[src/core/timer16_pkg.sv]
// Constants, field positions and types shared by the timer channel files
package timer16_pkg;

	// Register byte offsets on the bus
	localparam logic [7:0] OFF_MODE = 8'h00;
	localparam logic [7:0] OFF_CCCTRL = 8'h04;
	localparam logic [7:0] OFF_OUTCTRL = 8'h08;
	localparam logic [7:0] OFF_PRESCALE = 8'h0C;
	localparam logic [7:0] OFF_COUNT = 8'h10;
	localparam logic [7:0] OFF_CC_A = 8'h14;
	localparam logic [7:0] OFF_CC_B = 8'h18;

	// Reset values
	localparam logic [7:0] RST_BYTE = 8'h00;
	localparam logic [15:0] RST_WORD = 16'h0000;

	// Writable bits of each 8-bit register; other positions are reserved
	localparam logic [7:0] MASK_MODE = 8'h0F;
	localparam logic [7:0] MASK_CCCTRL = 8'h07;
	localparam logic [7:0] MASK_OUTCTRL = 8'h33;
	localparam logic [7:0] MASK_PRESCALE = 8'hF3;
	// Bits of the output control register writable while running
	localparam logic [7:0] MASK_OUTCTRL_RUN = 8'h10;

	// Mode control register fields
	localparam int MODE_RUN_HI = 3;
	localparam int MODE_RUN_LO = 2;
	localparam int MODE_INV_SEL = 1;
	localparam int MODE_OVF = 0;

	// Capture/compare control fields
	localparam int CC_B_MODE = 2;
	localparam int CC_A_TRIG = 1;
	localparam int CC_A_MODE = 0;

	// Output control fields
	localparam int OC_ONESHOT_TRIG = 6;
	localparam int OC_ONESHOT_EN = 5;
	localparam int OC_B_INV_EN = 4;
	localparam int OC_LEVEL_SET = 3;
	localparam int OC_LEVEL_CLR = 2;
	localparam int OC_A_INV_EN = 1;
	localparam int OC_OUT_EN = 0;

	// Prescaler mode fields
	localparam int PS_ES_B_HI = 7;
	localparam int PS_ES_B_LO = 6;
	localparam int PS_ES_A_HI = 5;
	localparam int PS_ES_A_LO = 4;
	localparam int PS_CLK_HI = 1;
	localparam int PS_CLK_LO = 0;

	// Edge select codes
	localparam logic [1:0] EDGE_FALL = 2'h0;
	localparam logic [1:0] EDGE_RISE = 2'h1;
	localparam logic [1:0] EDGE_BOTH = 2'h3;

	// Count value limits
	localparam logic [15:0] COUNT_MAX = 16'hFFFF;
	localparam logic [15:0] COUNT_ONE = 16'h0001;

	// Operating mode, in the order of the two-bit run field
	typedef enum logic [1:0] {
		RUN_STOP,
		RUN_FREE,
		RUN_CLR_EDGE,
		RUN_CLR_MATCH
	} run_mode_t;

endpackage

[src/core/reg_access_if.sv]
// Register access carrier between the bus port and the register file
`timescale 1ns/100ps
interface reg_access_if;
	logic wr_en;
	logic [7:0] wr_addr;
	logic [3:0] wr_be;
	logic [31:0] wr_data;
	logic rd_en;
	logic [7:0] rd_addr;
	logic [31:0] rd_data;

	modport port (output wr_en, output wr_addr, output wr_be, output wr_data,
		output rd_en, output rd_addr, input rd_data);
	modport regs (input wr_en, input wr_addr, input wr_be, input wr_data,
		input rd_en, input rd_addr, output rd_data);
endinterface

[src/core/ahb_reg_port.sv]
// AHB-Lite slave front end turning bus transfers into register strobes
`timescale 1ns/100ps
module ahb_reg_port (
	input wire logic clk,
	input wire logic rst,
	input wire logic hsel,
	input wire logic [31:0] haddr,
	input wire logic [1:0] htrans,
	input wire logic hwrite,
	input wire logic [2:0] hsize,
	input wire logic [31:0] hwdata,
	input wire logic hready,
	output logic [31:0] hrdata,
	output logic hreadyout,
	output logic hresp,
	reg_access_if.port ra
);

	logic [31:0] hrdata_reg;
	logic hreadyout_reg;
	logic wr_pend_reg;
	logic rd_pend_reg;
	logic [7:0] addr_reg;
	logic [3:0] be_reg;
	wire addr_phase = hsel && hready && htrans[1];

	// Byte lanes from size and low address bits
	function automatic logic [3:0] lanes(input logic [2:0] size, input logic [1:0] a);
		logic [3:0] l;
		l = 4'hF;
		if (size == 3'h0) begin
			l = 4'(4'h1 << a);
		end else if (size == 3'h1) begin
			l = a[1] ? 4'hC : 4'h3;
		end
		return l;
	endfunction

	// Writes take effect in the data phase, when hwdata is valid
	assign ra.wr_en = wr_pend_reg;
	assign ra.wr_addr = addr_reg;
	assign ra.wr_be = be_reg;
	assign ra.wr_data = hwdata;
	assign ra.rd_en = rd_pend_reg;
	assign ra.rd_addr = addr_reg;
	assign hrdata = hrdata_reg;
	assign hreadyout = hreadyout_reg;
	assign hresp = 1'b0;

	// Reads insert one wait state so a write just before is seen
	always_ff @(posedge clk) begin
		if (rst) begin
			wr_pend_reg <= 1'b0;
			rd_pend_reg <= 1'b0;
			addr_reg <= 8'h00;
			be_reg <= 4'h0;
			hreadyout_reg <= 1'b1;
			hrdata_reg <= 32'h00000000;
		end else begin
			wr_pend_reg <= addr_phase && hwrite;
			rd_pend_reg <= addr_phase && !hwrite;
			if (addr_phase) begin
				addr_reg <= {haddr[7:2], 2'h0};
				be_reg <= lanes(hsize, haddr[1:0]);
			end
			hreadyout_reg <= !(addr_phase && !hwrite);
			if (rd_pend_reg) begin
				hrdata_reg <= ra.rd_data;
			end
		end
	end

endmodule

[src/core/timer16_channel.sv]
// One 16-bit timer/event counter channel with its AHB-Lite register file
//
// Design decisions made here: the register addresses and the AHB-Lite register port.
`timescale 1ns/100ps

// Notes on behaviour
// - Run field picks stop, free, edge-clear, match-clear
// - Counting starts the cycle run becomes non-zero
// - Control registers reset to zero, byte writable
// - Invert select adds input-A edge toggling output
// - Overflow flag sets on FFFF to 0000 wrap
// - Flag clears on write 0 or stop
// - Writing 1 sets the overflow flag while running
// - Mode bit 0 compares, 1 captures
// - Trigger select picks input B or reverse A
// - Reverse-A trigger turns input B into interrupt
// - Both-edge input A with reverse trigger is dead
// - Valid edges come from prescaler edge selects
// - Running: only one-shot trigger and B-invert bits of output control writable
// - Count increments on each count clock tick
// - Compare match raises that register's interrupt
// - Capture edge copies count into register
module timer16_channel (
	input wire logic clk,
	input wire logic rst,
	input wire logic hsel,
	input wire logic [31:0] haddr,
	input wire logic [1:0] htrans,
	input wire logic hwrite,
	input wire logic [2:0] hsize,
	input wire logic [31:0] hwdata,
	input wire logic hready,
	output logic [31:0] hrdata,
	output logic hreadyout,
	output logic hresp,
	input wire logic timer_input_a,
	input wire logic timer_input_b,
	output logic timer_output_pin,
	output logic match_irq_a,
	output logic match_irq_b
);

	reg_access_if ra ();

	logic [7:0] mode_control_reg;
	logic [7:0] capture_compare_ctrl_reg;
	logic [7:0] output_control_reg;
	logic [7:0] prescaler_mode_reg;
	logic [15:0] count_register;
	logic [15:0] cc_register_a;
	logic [15:0] cc_register_b;
	logic [2:0] div_reg;
	logic out_level_reg;
	logic irq_a_reg;
	logic irq_b_reg;
	logic [7:0] mode_next;
	logic [7:0] outctrl_next;
	logic [15:0] count_next;
	logic [15:0] cc_a_next;
	logic [15:0] cc_b_next;
	logic out_level_next;

	logic valid_a;
	logic reverse_a;
	logic valid_b;

	// Merge written byte lanes into an 8-bit register, honouring reserved bits
	function automatic logic [7:0] merge8(input logic [7:0] old, input logic [7:0] wd,
		input logic be, input logic [7:0] mask);
		return be ? ((old & ~mask) | (wd & mask)) : old;
	endfunction

	// Merge written byte lanes into a 16-bit register
	function automatic logic [15:0] merge16(input logic [15:0] old, input logic [31:0] wd,
		input logic [3:0] be);
		return {be[1] ? wd[15:8] : old[15:8], be[0] ? wd[7:0] : old[7:0]};
	endfunction

	ahb_reg_port u_port (
		.clk(clk),
		.rst(rst),
		.hsel(hsel),
		.haddr(haddr),
		.htrans(htrans),
		.hwrite(hwrite),
		.hsize(hsize),
		.hwdata(hwdata),
		.hready(hready),
		.hrdata(hrdata),
		.hreadyout(hreadyout),
		.hresp(hresp),
		.ra(ra.port)
	);

	timer_input_sync u_sync (
		.clk(clk),
		.rst(rst),
		.pin_a(timer_input_a),
		.pin_b(timer_input_b),
		.edge_sel_a(prescaler_mode_reg[timer16_pkg::PS_ES_A_HI:timer16_pkg::PS_ES_A_LO]),
		.edge_sel_b(prescaler_mode_reg[timer16_pkg::PS_ES_B_HI:timer16_pkg::PS_ES_B_LO]),
		.block_both_a(capture_compare_ctrl_reg[timer16_pkg::CC_A_TRIG]),
		.valid_a(valid_a),
		.reverse_a(reverse_a),
		.valid_b(valid_b)
	);

	// Mode decode straight from the register, so a start takes effect at once
	timer16_pkg::run_mode_t run_mode;
	assign run_mode = timer16_pkg::run_mode_t'(
		mode_control_reg[timer16_pkg::MODE_RUN_HI:timer16_pkg::MODE_RUN_LO]);
	wire running = run_mode != timer16_pkg::RUN_STOP;
	wire inv_sel = mode_control_reg[timer16_pkg::MODE_INV_SEL];
	wire a_capture = capture_compare_ctrl_reg[timer16_pkg::CC_A_MODE];
	wire a_trig_rev = capture_compare_ctrl_reg[timer16_pkg::CC_A_TRIG];
	wire b_capture = capture_compare_ctrl_reg[timer16_pkg::CC_B_MODE];

	// Write strobes per register
	wire wr_lane0 = ra.wr_en && ra.wr_be[0];
	wire wr_mode = wr_lane0 && ra.wr_addr == timer16_pkg::OFF_MODE;
	wire wr_ccctrl = ra.wr_en && ra.wr_addr == timer16_pkg::OFF_CCCTRL;
	wire wr_outctrl = wr_lane0 && ra.wr_addr == timer16_pkg::OFF_OUTCTRL;
	wire wr_prescale = ra.wr_en && ra.wr_addr == timer16_pkg::OFF_PRESCALE;
	wire wr_cc_a = ra.wr_en && ra.wr_addr == timer16_pkg::OFF_CC_A;
	wire wr_cc_b = ra.wr_en && ra.wr_addr == timer16_pkg::OFF_CC_B;

	// Trigger bits act on write and are never stored
	wire oneshot_fire = wr_outctrl && ra.wr_data[timer16_pkg::OC_ONESHOT_TRIG];
	wire level_set = wr_outctrl && !running && ra.wr_data[timer16_pkg::OC_LEVEL_SET];
	wire level_clr = wr_outctrl && !running && ra.wr_data[timer16_pkg::OC_LEVEL_CLR];

	// Count clock: peripheral clock divided by 1, 2, 4 or 8
	logic [2:0] div_mask;
	assign div_mask = 3'(
		(3'h1 << prescaler_mode_reg[timer16_pkg::PS_CLK_HI:timer16_pkg::PS_CLK_LO]) - 3'h1);
	wire tick = running && ((div_reg & div_mask) == div_mask);

	// Compare matches are judged on the value being left at a tick
	wire match_a = running && tick && !a_capture && count_register == cc_register_a;
	wire match_b = running && tick && !b_capture && count_register == cc_register_b;

	// Capture triggers, gated by each register's mode bit; the reverse-A input-B interrupt ignores it
	wire cap_a_b = running && a_capture && !a_trig_rev && valid_b;
	wire cap_a_rev = running && a_capture && a_trig_rev && reverse_a;
	wire ext_irq_a = running && a_trig_rev && valid_b;
	wire cap_b = running && b_capture && valid_a;

	// Clear-and-start sources
	wire clr_edge = run_mode == timer16_pkg::RUN_CLR_EDGE && valid_a;
	wire clr_match = run_mode == timer16_pkg::RUN_CLR_MATCH && match_a;
	wire clr_start = running && (clr_edge || oneshot_fire);
	// Only a true FFFF wrap flags overflow; a match clear is not an overflow
	wire overflow = tick && count_register == timer16_pkg::COUNT_MAX;
	wire wrap = overflow || clr_match;

	// Counter next value; stop clears it, clear events beat a tick
	always_comb begin
		count_next = count_register;
		if (!running) begin
			count_next = timer16_pkg::RST_WORD;
		end else if (clr_start) begin
			count_next = timer16_pkg::RST_WORD;
		end else if (wrap) begin
			count_next = timer16_pkg::RST_WORD;
		end else if (tick) begin
			count_next = 16'(count_register + timer16_pkg::COUNT_ONE);
		end
	end

	// Mode register; an overflow wins over a same-cycle clear by software
	always_comb begin
		mode_next = merge8(mode_control_reg, ra.wr_data[7:0], wr_mode,
			timer16_pkg::MASK_MODE);
		if (running && overflow) begin
			mode_next[timer16_pkg::MODE_OVF] = 1'b1;
		end
		if (!running) begin
			mode_next[timer16_pkg::MODE_OVF] = 1'b0;
		end
	end

	// Output control: while running only the B-invert bit may change
	always_comb begin
		outctrl_next = merge8(output_control_reg, ra.wr_data[7:0], wr_outctrl,
			running ? timer16_pkg::MASK_OUTCTRL_RUN : timer16_pkg::MASK_OUTCTRL);
	end

	// Capture registers: a capture wins over a software write
	always_comb begin
		cc_a_next = wr_cc_a ? merge16(cc_register_a, ra.wr_data, ra.wr_be) : cc_register_a;
		if (cap_a_b || cap_a_rev) begin
			cc_a_next = count_register;
		end
		cc_b_next = wr_cc_b ? merge16(cc_register_b, ra.wr_data, ra.wr_be) : cc_register_b;
		if (cap_b) begin
			cc_b_next = count_register;
		end
	end

	// Output level: disabled output sits low, level triggers, then toggles
	wire toggle = (match_a && output_control_reg[timer16_pkg::OC_A_INV_EN])
		|| (match_b && output_control_reg[timer16_pkg::OC_B_INV_EN])
		|| (running && inv_sel && valid_a);
	always_comb begin
		out_level_next = out_level_reg;
		if (!output_control_reg[timer16_pkg::OC_OUT_EN]) begin
			out_level_next = 1'b0;
		end else if (level_set) begin
			out_level_next = 1'b1;
		end else if (level_clr) begin
			out_level_next = 1'b0;
		end else if (toggle) begin
			out_level_next = !out_level_reg;
		end
	end

	// Control registers
	always_ff @(posedge clk) begin
		if (rst) begin
			mode_control_reg <= timer16_pkg::RST_BYTE;
			capture_compare_ctrl_reg <= timer16_pkg::RST_BYTE;
			output_control_reg <= timer16_pkg::RST_BYTE;
			prescaler_mode_reg <= timer16_pkg::RST_BYTE;
		end else begin
			mode_control_reg <= mode_next;
			capture_compare_ctrl_reg <= merge8(capture_compare_ctrl_reg, ra.wr_data[7:0],
				wr_ccctrl && ra.wr_be[0], timer16_pkg::MASK_CCCTRL);
			output_control_reg <= outctrl_next;
			prescaler_mode_reg <= merge8(prescaler_mode_reg, ra.wr_data[7:0],
				wr_prescale && ra.wr_be[0], timer16_pkg::MASK_PRESCALE);
		end
	end

	// Counting state, capture values and outputs
	always_ff @(posedge clk) begin
		if (rst) begin
			count_register <= timer16_pkg::RST_WORD;
			cc_register_a <= timer16_pkg::RST_WORD;
			cc_register_b <= timer16_pkg::RST_WORD;
			div_reg <= 3'h0;
			out_level_reg <= 1'b0;
			irq_a_reg <= 1'b0;
			irq_b_reg <= 1'b0;
		end else begin
			count_register <= count_next;
			cc_register_a <= cc_a_next;
			cc_register_b <= cc_b_next;
			div_reg <= (running && !clr_start) ? 3'(div_reg + 3'h1) : 3'h0;
			out_level_reg <= out_level_next;
			// Reverse-phase captures raise no interrupt
			irq_a_reg <= match_a || cap_a_b || ext_irq_a;
			irq_b_reg <= match_b || cap_b;
		end
	end

	assign timer_output_pin = out_level_reg;
	assign match_irq_a = irq_a_reg;
	assign match_irq_b = irq_b_reg;

	// Read multiplexer; unmapped offsets read as zero
	always_comb begin
		case (ra.rd_addr)
			timer16_pkg::OFF_MODE: ra.rd_data = {24'h000000, mode_control_reg};
			timer16_pkg::OFF_CCCTRL: ra.rd_data = {24'h000000, capture_compare_ctrl_reg};
			timer16_pkg::OFF_OUTCTRL: ra.rd_data = {24'h000000, output_control_reg};
			timer16_pkg::OFF_PRESCALE: ra.rd_data = {24'h000000, prescaler_mode_reg};
			timer16_pkg::OFF_COUNT: ra.rd_data = {16'h0000, count_register};
			timer16_pkg::OFF_CC_A: ra.rd_data = {16'h0000, cc_register_a};
			timer16_pkg::OFF_CC_B: ra.rd_data = {16'h0000, cc_register_b};
			default: ra.rd_data = 32'h00000000;
		endcase
	end

endmodule

[src/core/timer_input_sync.sv]
// Two-stage synchronisers and valid-edge detection for both timer inputs
`timescale 1ns/100ps
module timer_input_sync (
	input wire logic clk,
	input wire logic rst,
	input wire logic pin_a,
	input wire logic pin_b,
	input wire logic [1:0] edge_sel_a,
	input wire logic [1:0] edge_sel_b,
	input wire logic block_both_a,
	output logic valid_a,
	output logic reverse_a,
	output logic valid_b
);

	logic [2:0] sync_a_reg;
	logic [2:0] sync_b_reg;

	// Edge match for a select code; code 10 selects nothing
	function automatic logic edge_hit(input logic [1:0] sel, input logic rise,
		input logic fall);
		logic h;
		h = 1'b0;
		case (sel)
			timer16_pkg::EDGE_FALL: h = fall;
			timer16_pkg::EDGE_RISE: h = rise;
			timer16_pkg::EDGE_BOTH: h = rise || fall;
			default: h = 1'b0;
		endcase
		return h;
	endfunction

	// Stage 0 feeds only stage 1; edges are read from stages 1 and 2
	always_ff @(posedge clk) begin
		if (rst) begin
			sync_a_reg <= 3'h0;
			sync_b_reg <= 3'h0;
		end else begin
			sync_a_reg <= {sync_a_reg[1:0], pin_a};
			sync_b_reg <= {sync_b_reg[1:0], pin_b};
		end
	end

	wire rise_a = sync_a_reg[1] && !sync_a_reg[2];
	wire fall_a = !sync_a_reg[1] && sync_a_reg[2];
	wire rise_b = sync_b_reg[1] && !sync_b_reg[2];
	wire fall_b = !sync_b_reg[1] && sync_b_reg[2];
	// Both-edge selection has no opposite phase, so with block_both_a set it kills input A
	wire a_dead = block_both_a && edge_sel_a == timer16_pkg::EDGE_BOTH;

	assign valid_a = !a_dead && edge_hit(edge_sel_a, rise_a, fall_a);
	assign reverse_a = !a_dead && edge_hit(edge_sel_a, fall_a, rise_a);
	assign valid_b = edge_hit(edge_sel_b, rise_b, fall_b);

endmodule

[config.mk]
export PLATFORM = sky130hd
export DESIGN_NAME = timer16_channel
export DESIGN_NICKNAME = d
export VERILOG_FILES = /design/src/core/timer16_pkg.sv /design/src/core/reg_access_if.sv /design/src/core/ahb_reg_port.sv /design/src/core/timer16_channel.sv /design/src/core/timer_input_sync.sv
export SDC_FILE = /design/constraint.sdc
export NUM_CORES = 1
export LEC_CHECK = 0
export ABC_AREA = 1
export BUFFER_PORTS_ARGS = -buffer_cell sky130_fd_sc_hd__buf_2
export CAP_MARGIN = 20
export CORE_MARGIN = 2
export CORE_UTILIZATION = 60
export CTS_BUF_LIST = sky130_fd_sc_hd__clkbuf_8 sky130_fd_sc_hd__clkbuf_16
export CTS_CLUSTER_DIAMETER = 120
export DETAILED_ROUTE_END_ITERATION = 12
export GPL_ROUTABILITY_DRIVEN = 0
export PLACE_DENSITY = 0.88
export SETUP_SLACK_MARGIN = 0.02
export SYNTH_ARGS = -nofsm -noshare
export SYNTH_HDL_FRONTEND = slang
export SYNTH_SLANG_ARGS = --single-unit
export TNS_END_PERCENT = 5
[constraint.sdc]
create_clock -name clk -period 5 [get_ports clk]
set_clock_uncertainty 0.1 [all_clocks]
set_input_delay 1 -clock clk [delete_from_list [all_inputs] [get_ports clk]]
set_output_delay 1 -clock clk [all_outputs]
set_load 0.01 [all_outputs]
Yosys cells after proc, flatten, opt, wreduce, memory -nomap -nowiden
Cells that the tools add are included.
Cells by class
  bitwise gates (word level): 11
  mux-type cells: 19
  shift operators: 2
  add/sub/neg operators: 3
  reductions and logical operators: 93
  eq/ne operators: 17
Operator list (number)
  16-bit case mux with 7 select lines: 1
  16-bit two-way mux: 4
  1-bit logical AND: 49
  16-bit equality test: 2
  6-bit by 3-bit equality test with 1-bit output, second input constant: 3
  16-bit by 1-bit adder with 16-bit output, second input constant: 1
  16-bit equality test, second input constant: 1
  8-bit two-way mux: 2
  2-bit nonzero test: 8
  1-bit zero test: 13
  6-bit by 2-bit equality test with 1-bit output, second input constant: 2
  1-bit logical OR: 10
  1-bit case mux with 3 select lines: 3
  8-bit by 6-bit bitwise AND with 8-bit output: 1
  8-bit bitwise AND: 1
  2-bit equality test, second input constant: 4
  8-bit zero test: 1
  6-bit NOT with 8-bit output: 1
  4-bit by 8-bit bitwise OR with 8-bit output: 1
  8-bit by 3-bit bitwise OR with 8-bit output: 1
  8-bit by 4-bit bitwise OR with 8-bit output: 1
  8-bit bitwise OR: 1
  2-bit AND reduction: 4
  6-bit by 1-bit equality test with 1-bit output, second input constant: 1
  17 further kinds: 29
Storage, ports and cells
  bits of input ports: 76
  logic and storage cells: 167
  output and inout port bits: 37
  register bits: 135

Longest topological paths before layout
Gate-level depths: netlist of the first run.
  word-level depth: 14
  depth in mapped cells: 12

Cells and area by module
From an unflattened synthesis of the first run, not the netlist that was laid out.
Second synthesis, totals
  cell total of the unflattened synthesis: 942
  area, all modules: 6571.3 µm²
By module, submodules not included
  timer16_channel: sequential area each 1421.4 µm², instances 1, area each 4302.9 µm², cells each 645
  ahb_reg_port: sequential area each 900.9 µm², instances 1, area each 1956.9 µm², cells each 253
  timer_input_sync: sequential area each 120.1 µm², instances 1, area each 311.5 µm², cells each 44

Worst setup path after synthesis of the first run
No wires, ideal clock.
  path kind: input port to flip-flop
  from: in rst
  to: reg u_port.addr_reg[2], in the netlist u_port.ra.rd_addr[2]
  required time: 4.830 ns
  slack: 2.833 ns
  arrival: 1.997 ns
  path buffers: 3
  cell stages on the path: 6
  setup time: 0.070 ns
  cells stage by stage: clkbuf_1 inv_1 clkbuf_1 clkbuf_1 o21ai_0 a21oi_1
RTL lines
  start, declared: line timer16_channel.sv:25  | input wire logic rst,
  end signal, assigned: line ahb_reg_port.sv:63  | addr_reg <= {haddr[7:2], 2'h0};
  end, declared: line ahb_reg_port.sv:23  | logic [7:0] addr_reg;

Worst setup path in the final report of the first run
  from: reg u_sync.sync_a_reg[1]
  to: reg cc_register_b[1]
On the way
  longest elaborated chain between the ends: 8
  elaborated cells between the ends (all ways): 11
  classes of those cells: 2 x mux; 9 x reduce/logical
Ends and longest elaborated chain
  start, declared: line timer_input_sync.sv:16  | logic [2:0] sync_a_reg;
  start signal, assigned: line timer_input_sync.sv:39  | sync_a_reg <= {sync_a_reg[1:0], pin_a};
  1-bit zero test: line timer_input_sync.sv:45  | wire fall_a = !sync_a_reg[1] && sync_a_reg[2];
  1-bit logical AND: line timer_input_sync.sv:45
  1-bit logical OR: line timer_input_sync.sv:27  | timer16_pkg::EDGE_BOTH: h = rise || fall;
  1-bit case mux with 3 select lines (*): line timer_input_sync.sv:24  | case (sel)
  1-bit logical AND (*): line timer_input_sync.sv:51  | assign valid_a = !a_dead && edge_hit(edge_sel_a, rise_a, fall_a);
  1-bit logical AND (*): line timer16_channel.sv:146  | wire cap_b = running && b_capture && valid_a;
  2-bit nonzero test (no line)
  2-bit AND reduction (no line)
  end signal, assigned: line timer16_channel.sv:239  | cc_register_b <= timer16_pkg::RST_WORD;
  end signal, assigned: line timer16_channel.sv:247  | cc_register_b <= cc_b_next;
  end, declared: line timer16_channel.sv:51  | logic [15:0] cc_register_b;
Mark *: on every way between the ends. The rest lies on a longest branch, timed or not.
A chain may end at the register's enable or synchronous reset.

==> flow_metrics.tcl, run 1 <==
set metrics [dict create \
    cts_buffer_depth 2 \
    tritoncts "built" \
    r2r-end "cc_register_b[1]" \
    synth_warnings 0 \
    fin_util_pct 65.77 \
    viasPerCell 5.685 \
    vias 5526 \
    start_kind "flop" \
    syn_inst 820 \
    maxSlewHeadroom_pct 41.07 \
    hpwl_um 10200 \
    drive_gt1_share_pct 13.59 \
    period_needed_ps 2504 \
    drcViolationCount 0 \
    final_hold_viol_count 0 \
    status "complete, no violations" \
    post-cts-setup-buffer-count 0 \
    grt_pass1_wl_um 23140 \
    synth.top_cells.by_area "dfxtp_1, nand2_1, inv_1, a21oi_1, o21ai_0" \
    yosysUniqueCellTypes 39 \
    setup_viol 0 \
    required_ps 5130 \
    rsz0062_at_grt "false" \
    grt_overflow_total 0 \
    setup_tns_ps 0 \
    placed_cell_area_um2 5783 \
    grt_use_total_pct 29.04 \
    grt_pass1_vias 4734 \
    drv_slew 0 \
    crit_end "cc_register_b[1]" \
    initial_utilization_pct 61.22 \
    synth_top_area_share_pct 37.33 \
    rows 35 \
    worst_r2r_startpoint "u_sync.sync_a_reg[1]" \
    drt-initial-drc-count 639 \
    die_w_um 100.4 \
    postRouteAntennaNets 0 \
    path_clk_slew_ps 100 \
    criticalPathCategory "reg2reg" \
    p_leak_nw 2.412 \
    synth_seq_cells 104 \
    first_pass_iters 6 \
    cts-resized-gates 0 \
    final_common_cell "nand2_1" \
    dieArea_um2 10080 \
    wl_per_cell_um 14.81 \
    ys.flop_type "dfxtp_1" \
    port_buffers 54 \
    fin_crit_sh_pct 50.08 \
    seq_area_frac_synth_pct 37.33 \
    root_buffer "clkbuf_8" \
    nets 938 \
    hp-class "reg2reg" \
    drv_cap 0 \
    holdPathStages 2 \
    ir_worst_vdd_uv 131.1 \
    final-instance-count-excl-fill 972 \
    power_density_nw_per_um2 239.0 \
    hold_buffers 0 \
    io_pins 113 \
    fmax_mhz 399.4 \
    grt_max_degree 49 \
    fin_area_um2 5991 \
    yosysTopAreaCell "dfxtp_1" \
    fillers 811 \
    cp_max_fo 26 \
    syn-cell-area_um2 5577 \
    clk_latency_ps 380 \
    core_area_um2 9109 \
    ff2ff_setup_slack_ps 2500 \
    synth-edff-count 0 \
    dp_cells 955 \
    clock_sinks 104 \
    numCtsBuffers 9 \
    antenna_found_initial 0 \
    async_flop_share_pct 0 \
    worst_pin_slew_ps 881.5 \
    chipHeight_um 100.4 \
    worstPathArrival_ps 2630 \
    syn_avg_cell_area_um2 6.801 \
    mostFrequentLayoutCells "nand2_1, dfxtp_1, inv_1" \
    area_growth_pct 7.427 \
    num_antenna_cells 0 \
    reg2regPathDepth 8 \
    end_kind "flop" \
    htreeDepth 3 \
    crit_start "u_sync.sync_a_reg[1]" \
    wirelength_um 14390 \
]
==> power by group <==
part | switching, mW | total [mW] | internal [mW]
registers | 0.00445 | 0.838 | 0.834
clock network | 0.296 | 0.518 | 0.222
logic | 0.0538 | 0.0755 | 0.0217
total | 0.354 | 1.43 | 1.08
==> metal layers <==
metal	vias up	part of all wire [%]	track usage (%)	wire, um
met3	45	11	5.501	1538
met4	0	2.8	13.07	398
met1	2471	43	41.37	6231
met5	-	0	0	0
li1	2682	-	-	-
met2	328	43	42.64	6224
==> cell families after synthesis <==
logic type      synth area share (%)
compound gates                 18.76
xor+xnor                       2.827
fa+ha+maj                      1.346
buf+inv                        12.38
flops                          37.33
other cells                  0.06725
simple gates                   27.28
==> critical path, stage by stage (launching register included) <==
cell and delay, ps:
dfxtp_1 340, inv_1 60, ha_1 280, inv_1 60, nand3_1 70, nand3_1 170, nand4_2 570, inv_1 570
a211oi_1 140
==> worst min path at each step <==
stage / startpoint / slack, ps / end
6_report: u_sync.sync_a_reg[0] / 300 / u_sync.sync_a_reg[1]
5_1_grt: u_sync.sync_b_reg[0] / 330 / u_sync.sync_b_reg[1]
4_1_cts: u_sync.sync_a_reg[0] / 310 / u_sync.sync_a_reg[1]
3_5_place_dp: u_sync.sync_a_reg[0] / 290 / u_sync.sync_a_reg[1]
3_3_place_gp: u_sync.sync_a_reg[0] / 290 / u_sync.sync_a_reg[1]
2_1_floorplan: u_sync.sync_a_reg[0] / 290 / u_sync.sync_a_reg[1]
==> synth_stat cells (all sizes together) (15+ instances only) <==
master / n
a211oi: 16
nor2: 101
dfxtp: 104
a21oi: 73
nand2: 192
nand3: 28
clkbuf: 16
inv: 112
xor2: 15
buf: 31
o21ai: 67
o22ai: 16
==> layout make-up <==
type,instances,area [um2],share of cell area [%]
Clock buffer,12,165.2,2.757
Clock inverter,4,27.53,0.4595
Inverter,112,420.4,7.018
Multi-Input combinational cell,573,2864,47.81
Sequential cell,104,2082,34.75
Tap cell,111,138.9,2.318
Timing Repair Buffer,56,292.8,4.887
==> metrics by stage <==
step,setup WS (ps),power [mW],hold WS (ps)
floorplan,2833,0.9120,288.3
global placement,2427,0.9288,289.2
detailed placement,2419,0.9307,292.5
CTS,2542,1.428,306.0
global route,2341,1.480,327.5
finish,2496,1.432,304.4
Power figures use the tool's default switching activity.
==> run 2: changes to the inputs <==
CORE_UTILIZATION = 55   (was 60)
PLACE_DENSITY = 0.82   (was 0.88)
clock period = 2.5 ns   (was 5 ns; I/O delays follow)
==> flow_metrics.tcl, run 2 (synthesis results as in run 1) <==
set metrics [dict create \
    wl_per_cell_um 14.62 \
    drv_cap 0 \
    cts_buffer_depth 2 \
    postRouteAntennaNets 0 \
    power_frac_comb_pct 5.5 \
    grt_pass1_vias 4965 \
    grt_overflow_total 0 \
    seqPwrFrac_pct 59.5 \
    nets 948 \
    final_hold_viol_count 0 \
    placed_cell_area_um2 5893 \
    drt-initial-drc-count 450 \
    maxSlewHeadroom_pct 59.87 \
    num_antenna_cells 0 \
    end_kind "flop" \
    period_needed_ps 2133 \
    fin_crit_sh_pct 85.30 \
    internal_power_mw 2.121 \
    dieArea_um2 10960 \
    chipHeight_um 104.7 \
    cp_common_cell "nor2_4" \
    vias 5546 \
    viasPerCell 5.524 \
    crit_chain "ha_1, inv_1, nor3_2, nand2_1, nor2_4, nand4_4, nor2_4, nor2_2, o21ai_4, buf_4, nor2_1" \
    switching_share_pct 24.68 \
    drv_slew 0 \
    area_growth_pct 8.840 \
    pwr-share-clk_pct 35.0 \
    setup_viol 0 \
    final_common_cell "nand2_1" \
    antenna_found_initial 0 \
    hold_buffers 0 \
    p_switching_mw 0.6949 \
    fin_area_um2 6070 \
    io_pins 113 \
    initial_utilization_pct 56.79 \
    path_clk_slew_ps 100 \
    die_w_um 104.7 \
    numCtsBuffers 9 \
    hpwl_um 10740 \
    rsz0062_at_grt "false" \
    power_density_nw_per_um2 463.9 \
    holdWs_ps 218.1 \
    clock_sinks 104 \
    status "complete, no violations" \
    cp_slowest_cell "dfxtp_1" \
    clk_latency_ps 380 \
    ir_worst_vdd_uv 303.5 \
    grt_use_total_pct 27.30 \
    fmax_mhz 468.9 \
    fin_util_pct 61.81 \
    drive_gt1_share_pct 14.35 \
    tritoncts "built" \
    worst_pin_slew_ps 601.3 \
    required_ps 2670 \
    core_area_um2 9819 \
    first_pass_iters 5 \
    setup_tns_ps 0 \
    root_buffer "clkbuf_8" \
    hp-class "in2reg" \
    rows 36 \
    cts-resized-gates 0 \
    drcViolationCount 0 \
    grt_max_degree 49 \
    p_leak_nw 2.462 \
    ff2ff_setup_slack_ps 370 \
    port_buffers 54 \
    mostFrequentLayoutCells "nand2_1, inv_1, dfxtp_1" \
    grt_pass1_wl_um 23690 \
    criticalPathCategory "reg2reg" \
    cp_max_fo 16 \
    htreeDepth 3 \
    post-cts-setup-buffer-count 0 \
    wirelength_um 14680 \
    cpPeakStageDelay_ps 480 \
    start_kind "flop" \
    worstPathArrival_ps 2300 \
]
-- run 2: per-layer routing --
layer | up-vias | GRT usage (%) | part of all wire (%)
li1 | 2706 | - | -
met1 | 2518 | 34.75 | 42
met2 | 274 | 43.09 | 44
met3 | 48 | 6.238 | 9.4
met4 | 0 | 14.48 | 4.1
met5 | - | 0 | 0
-- run 2: worst paths after layout --
check | end | from | cells after the start
worst max-delay path | count_register[15] | count_register[0] | 11
worst min-delay path | u_port.ra.rd_en | hwrite | 2
worst max register to register | count_register[15] | count_register[0] | 11
worst min register to register | u_sync.sync_a_reg[1] | u_sync.sync_a_reg[0] | 2
-- run 2: power groups by stage --
stage	registers, mW	clock network, mW	logic (mW)
global placement	1.71	0	0.150
global route	1.68	1.05	0.172
CTS	1.68	0.988	0.152
floorplan	1.71	0	0.112
detailed placement	1.71	0	0.151
finish	1.68	0.985	0.155
-- run 2: critical path: cells and delay by family (launching register included) --
family                     cells  cell delay (ps)
and+or+nand+nor                7              850
DFF                            1              480
buffers and inverters          2              340
adders and majority gates      1              190
AOI/OAI and AO/OA              1               50
-- run 2: cell type report --
| class | instances | area, um2 |
|---|---|---|
| well taps | 133 | 166.4 |
| inverters | 112 | 420.4 |
| multi-input cells | 573 | 2864 |
| clock buffers | 11 | 151.4 |
| repair buffers | 66 | 360.3 |
| flip-flops and latches | 104 | 2082 |
| clock inverters | 5 | 25.02 |
| fillers | 950 | 3750 |
-- run 2: per-stage QoR --
step / setup WS [ps] / power [mW] / cells
after floorplan: 761.7 / 1.824 / 836
after global placement: 410.9 / 1.863 / 988
after detailed placement: 403.2 / 1.866 / 988
after CTS: 385.0 / 2.816 / 1004
after global routing: 291.0 / 2.904 / 1004
final: 367.4 / 2.815 / 1004
==> run 3: changes to the inputs <==
MAX_ROUTING_LAYER = met4   (was not set)
==> flow_metrics.tcl, run 3 (synthesis results as in run 1) <==
set metrics [dict create \
    status "complete, no violations" \
    register_area_um2 2082 \
    rows 36 \
    grt_use_total_pct 28.03 \
    clock_sinks 104 \
    vias 5525 \
    worstPathArrival_ps 2300 \
    path_clk_slew_ps 100 \
    required_ps 2670 \
    start_kind "flop" \
    cp_max_fo 16 \
    layout_setup_ws_ps 375.2 \
    drv_slew 0 \
    drive_gt1_share_pct 14.35 \
    dieArea_um2 10960 \
    grt_overflow_total 0 \
    power_frac_comb_pct 5.5 \
    hpwl_um 10740 \
    core_area_um2 9819 \
    wirelength_um 14710 \
    p_leak_nw 2.462 \
    area_growth_pct 8.840 \
    worst_pin_slew_ps 602.3 \
    cts_buffer_depth 2 \
    drt-initial-drc-count 476 \
    criticalPathCategory "reg2reg" \
    fmax_mhz 470.6 \
    rsz0062_at_grt "false" \
    fillers 950 \
    p_switching_mw 0.6874 \
    root_buffer "clkbuf_8" \
    switching_share_pct 24.48 \
    post-cts-setup-buffer-count 0 \
    seqPwrFrac_pct 59.7 \
    power_density_nw_per_um2 462.6 \
    grt_pass1_vias 4980 \
    cts-resized-gates 0 \
    drv_cap 0 \
    io_pins 113 \
    fin_util_pct 61.81 \
    grt_max_degree 49 \
    final_common_cell "nand2_1" \
    first_pass_iters 5 \
    period_needed_ps 2125 \
    wl_per_cell_um 14.65 \
    mostFrequentLayoutCells "nand2_1, inv_1, dfxtp_1" \
    end_kind "flop" \
    chipHeight_um 104.7 \
    tritoncts "built" \
    drcViolationCount 0 \
    postRouteAntennaNets 0 \
    hold_buffers 0 \
    die_w_um 104.7 \
    fin_crit_sh_pct 84.99 \
    hp-class "in2reg" \
    final_hold_viol_count 0 \
    ir_worst_vdd_uv 300.5 \
    antenna_found_initial 0 \
    pwr-share-clk_pct 34.8 \
    num_antenna_cells 0 \
    htreeDepth 3 \
    maxSlewHeadroom_pct 59.80 \
    nets 948 \
    place_ws_ps 403.2 \
    setup_viol 0 \
    initial_utilization_pct 56.79 \
    internal_power_mw 2.120 \
    setup_tns_ps 0 \
    multi_input_area_um2 2864 \
    grt_pass1_wl_um 23630 \
    numCtsBuffers 9 \
    viasPerCell 5.503 \
    clk_latency_ps 380 \
    port_buffers 54 \
]
run 3: metrics by stage:
stage | area (um2) | hold WS, ps | instances | total power, mW
after detailed placement | 5893 | 295.2 | 988 | 1.866
final | 6070 | 219.3 | 1004 | 2.808
after floorplan | 5637 | 288.3 | 836 | 1.824
after global routing | 6070 | 230.2 | 1004 | 2.905
after CTS | 6070 | 214.0 | 1004 | 2.816
after global placement | 5893 | 290.3 | 988 | 1.863
run 3: cell type report:
type	instances	share of cell area, %
timing repair buffer	66	5.937
clock inverter	5	0.4123
clock buffer	11	2.494
sequential	104	34.30
multi-input combinational	573	47.19
inverter	112	6.926
tap	133	2.742
run 3: power by group through the flow:
stage          clock [mW]  sequential, mW  combinational [mW]
2_1_floorplan           0            1.71               0.112
4_1_cts             0.988            1.68               0.152
3_5_place_dp            0            1.71               0.151
3_3_place_gp            0            1.71               0.150
6_report            0.978            1.68               0.154
5_1_grt              1.06            1.68               0.172
run 3: metal layers:
| layer | track usage, % | wire length [um] |
|---|---|---|
| met1 | 34.56 | 6288 |
| met2 | 43.18 | 6494 |
| met3 | 6.238 | 1346 |
| met4 | 14.48 | 577 |
| met5 | - | 0 |
run 3: final timing paths:
check / start / to / slack [ps] / cells after the start
min reg2reg: u_sync.sync_a_reg[0] / u_sync.sync_a_reg[1] / 310 / 2
max reg2reg: count_register[0] / count_register[13] / 380 / 11
min: hwrite / u_port.ra.rd_en / 220 / 2
max: count_register[0] / count_register[13] / 380 / 11
run 3: critical path, stage by stage (launching register included):
cell and delay, ps:
dfxtp_1 480, ha_1 190, inv_1 60, nor3_2 140, nand2_1 110, nor2_4 180
nand4_4 120, nor2_4 160, nor2_2 60, o21ai_4 50, buf_4 280, nor2_1 80
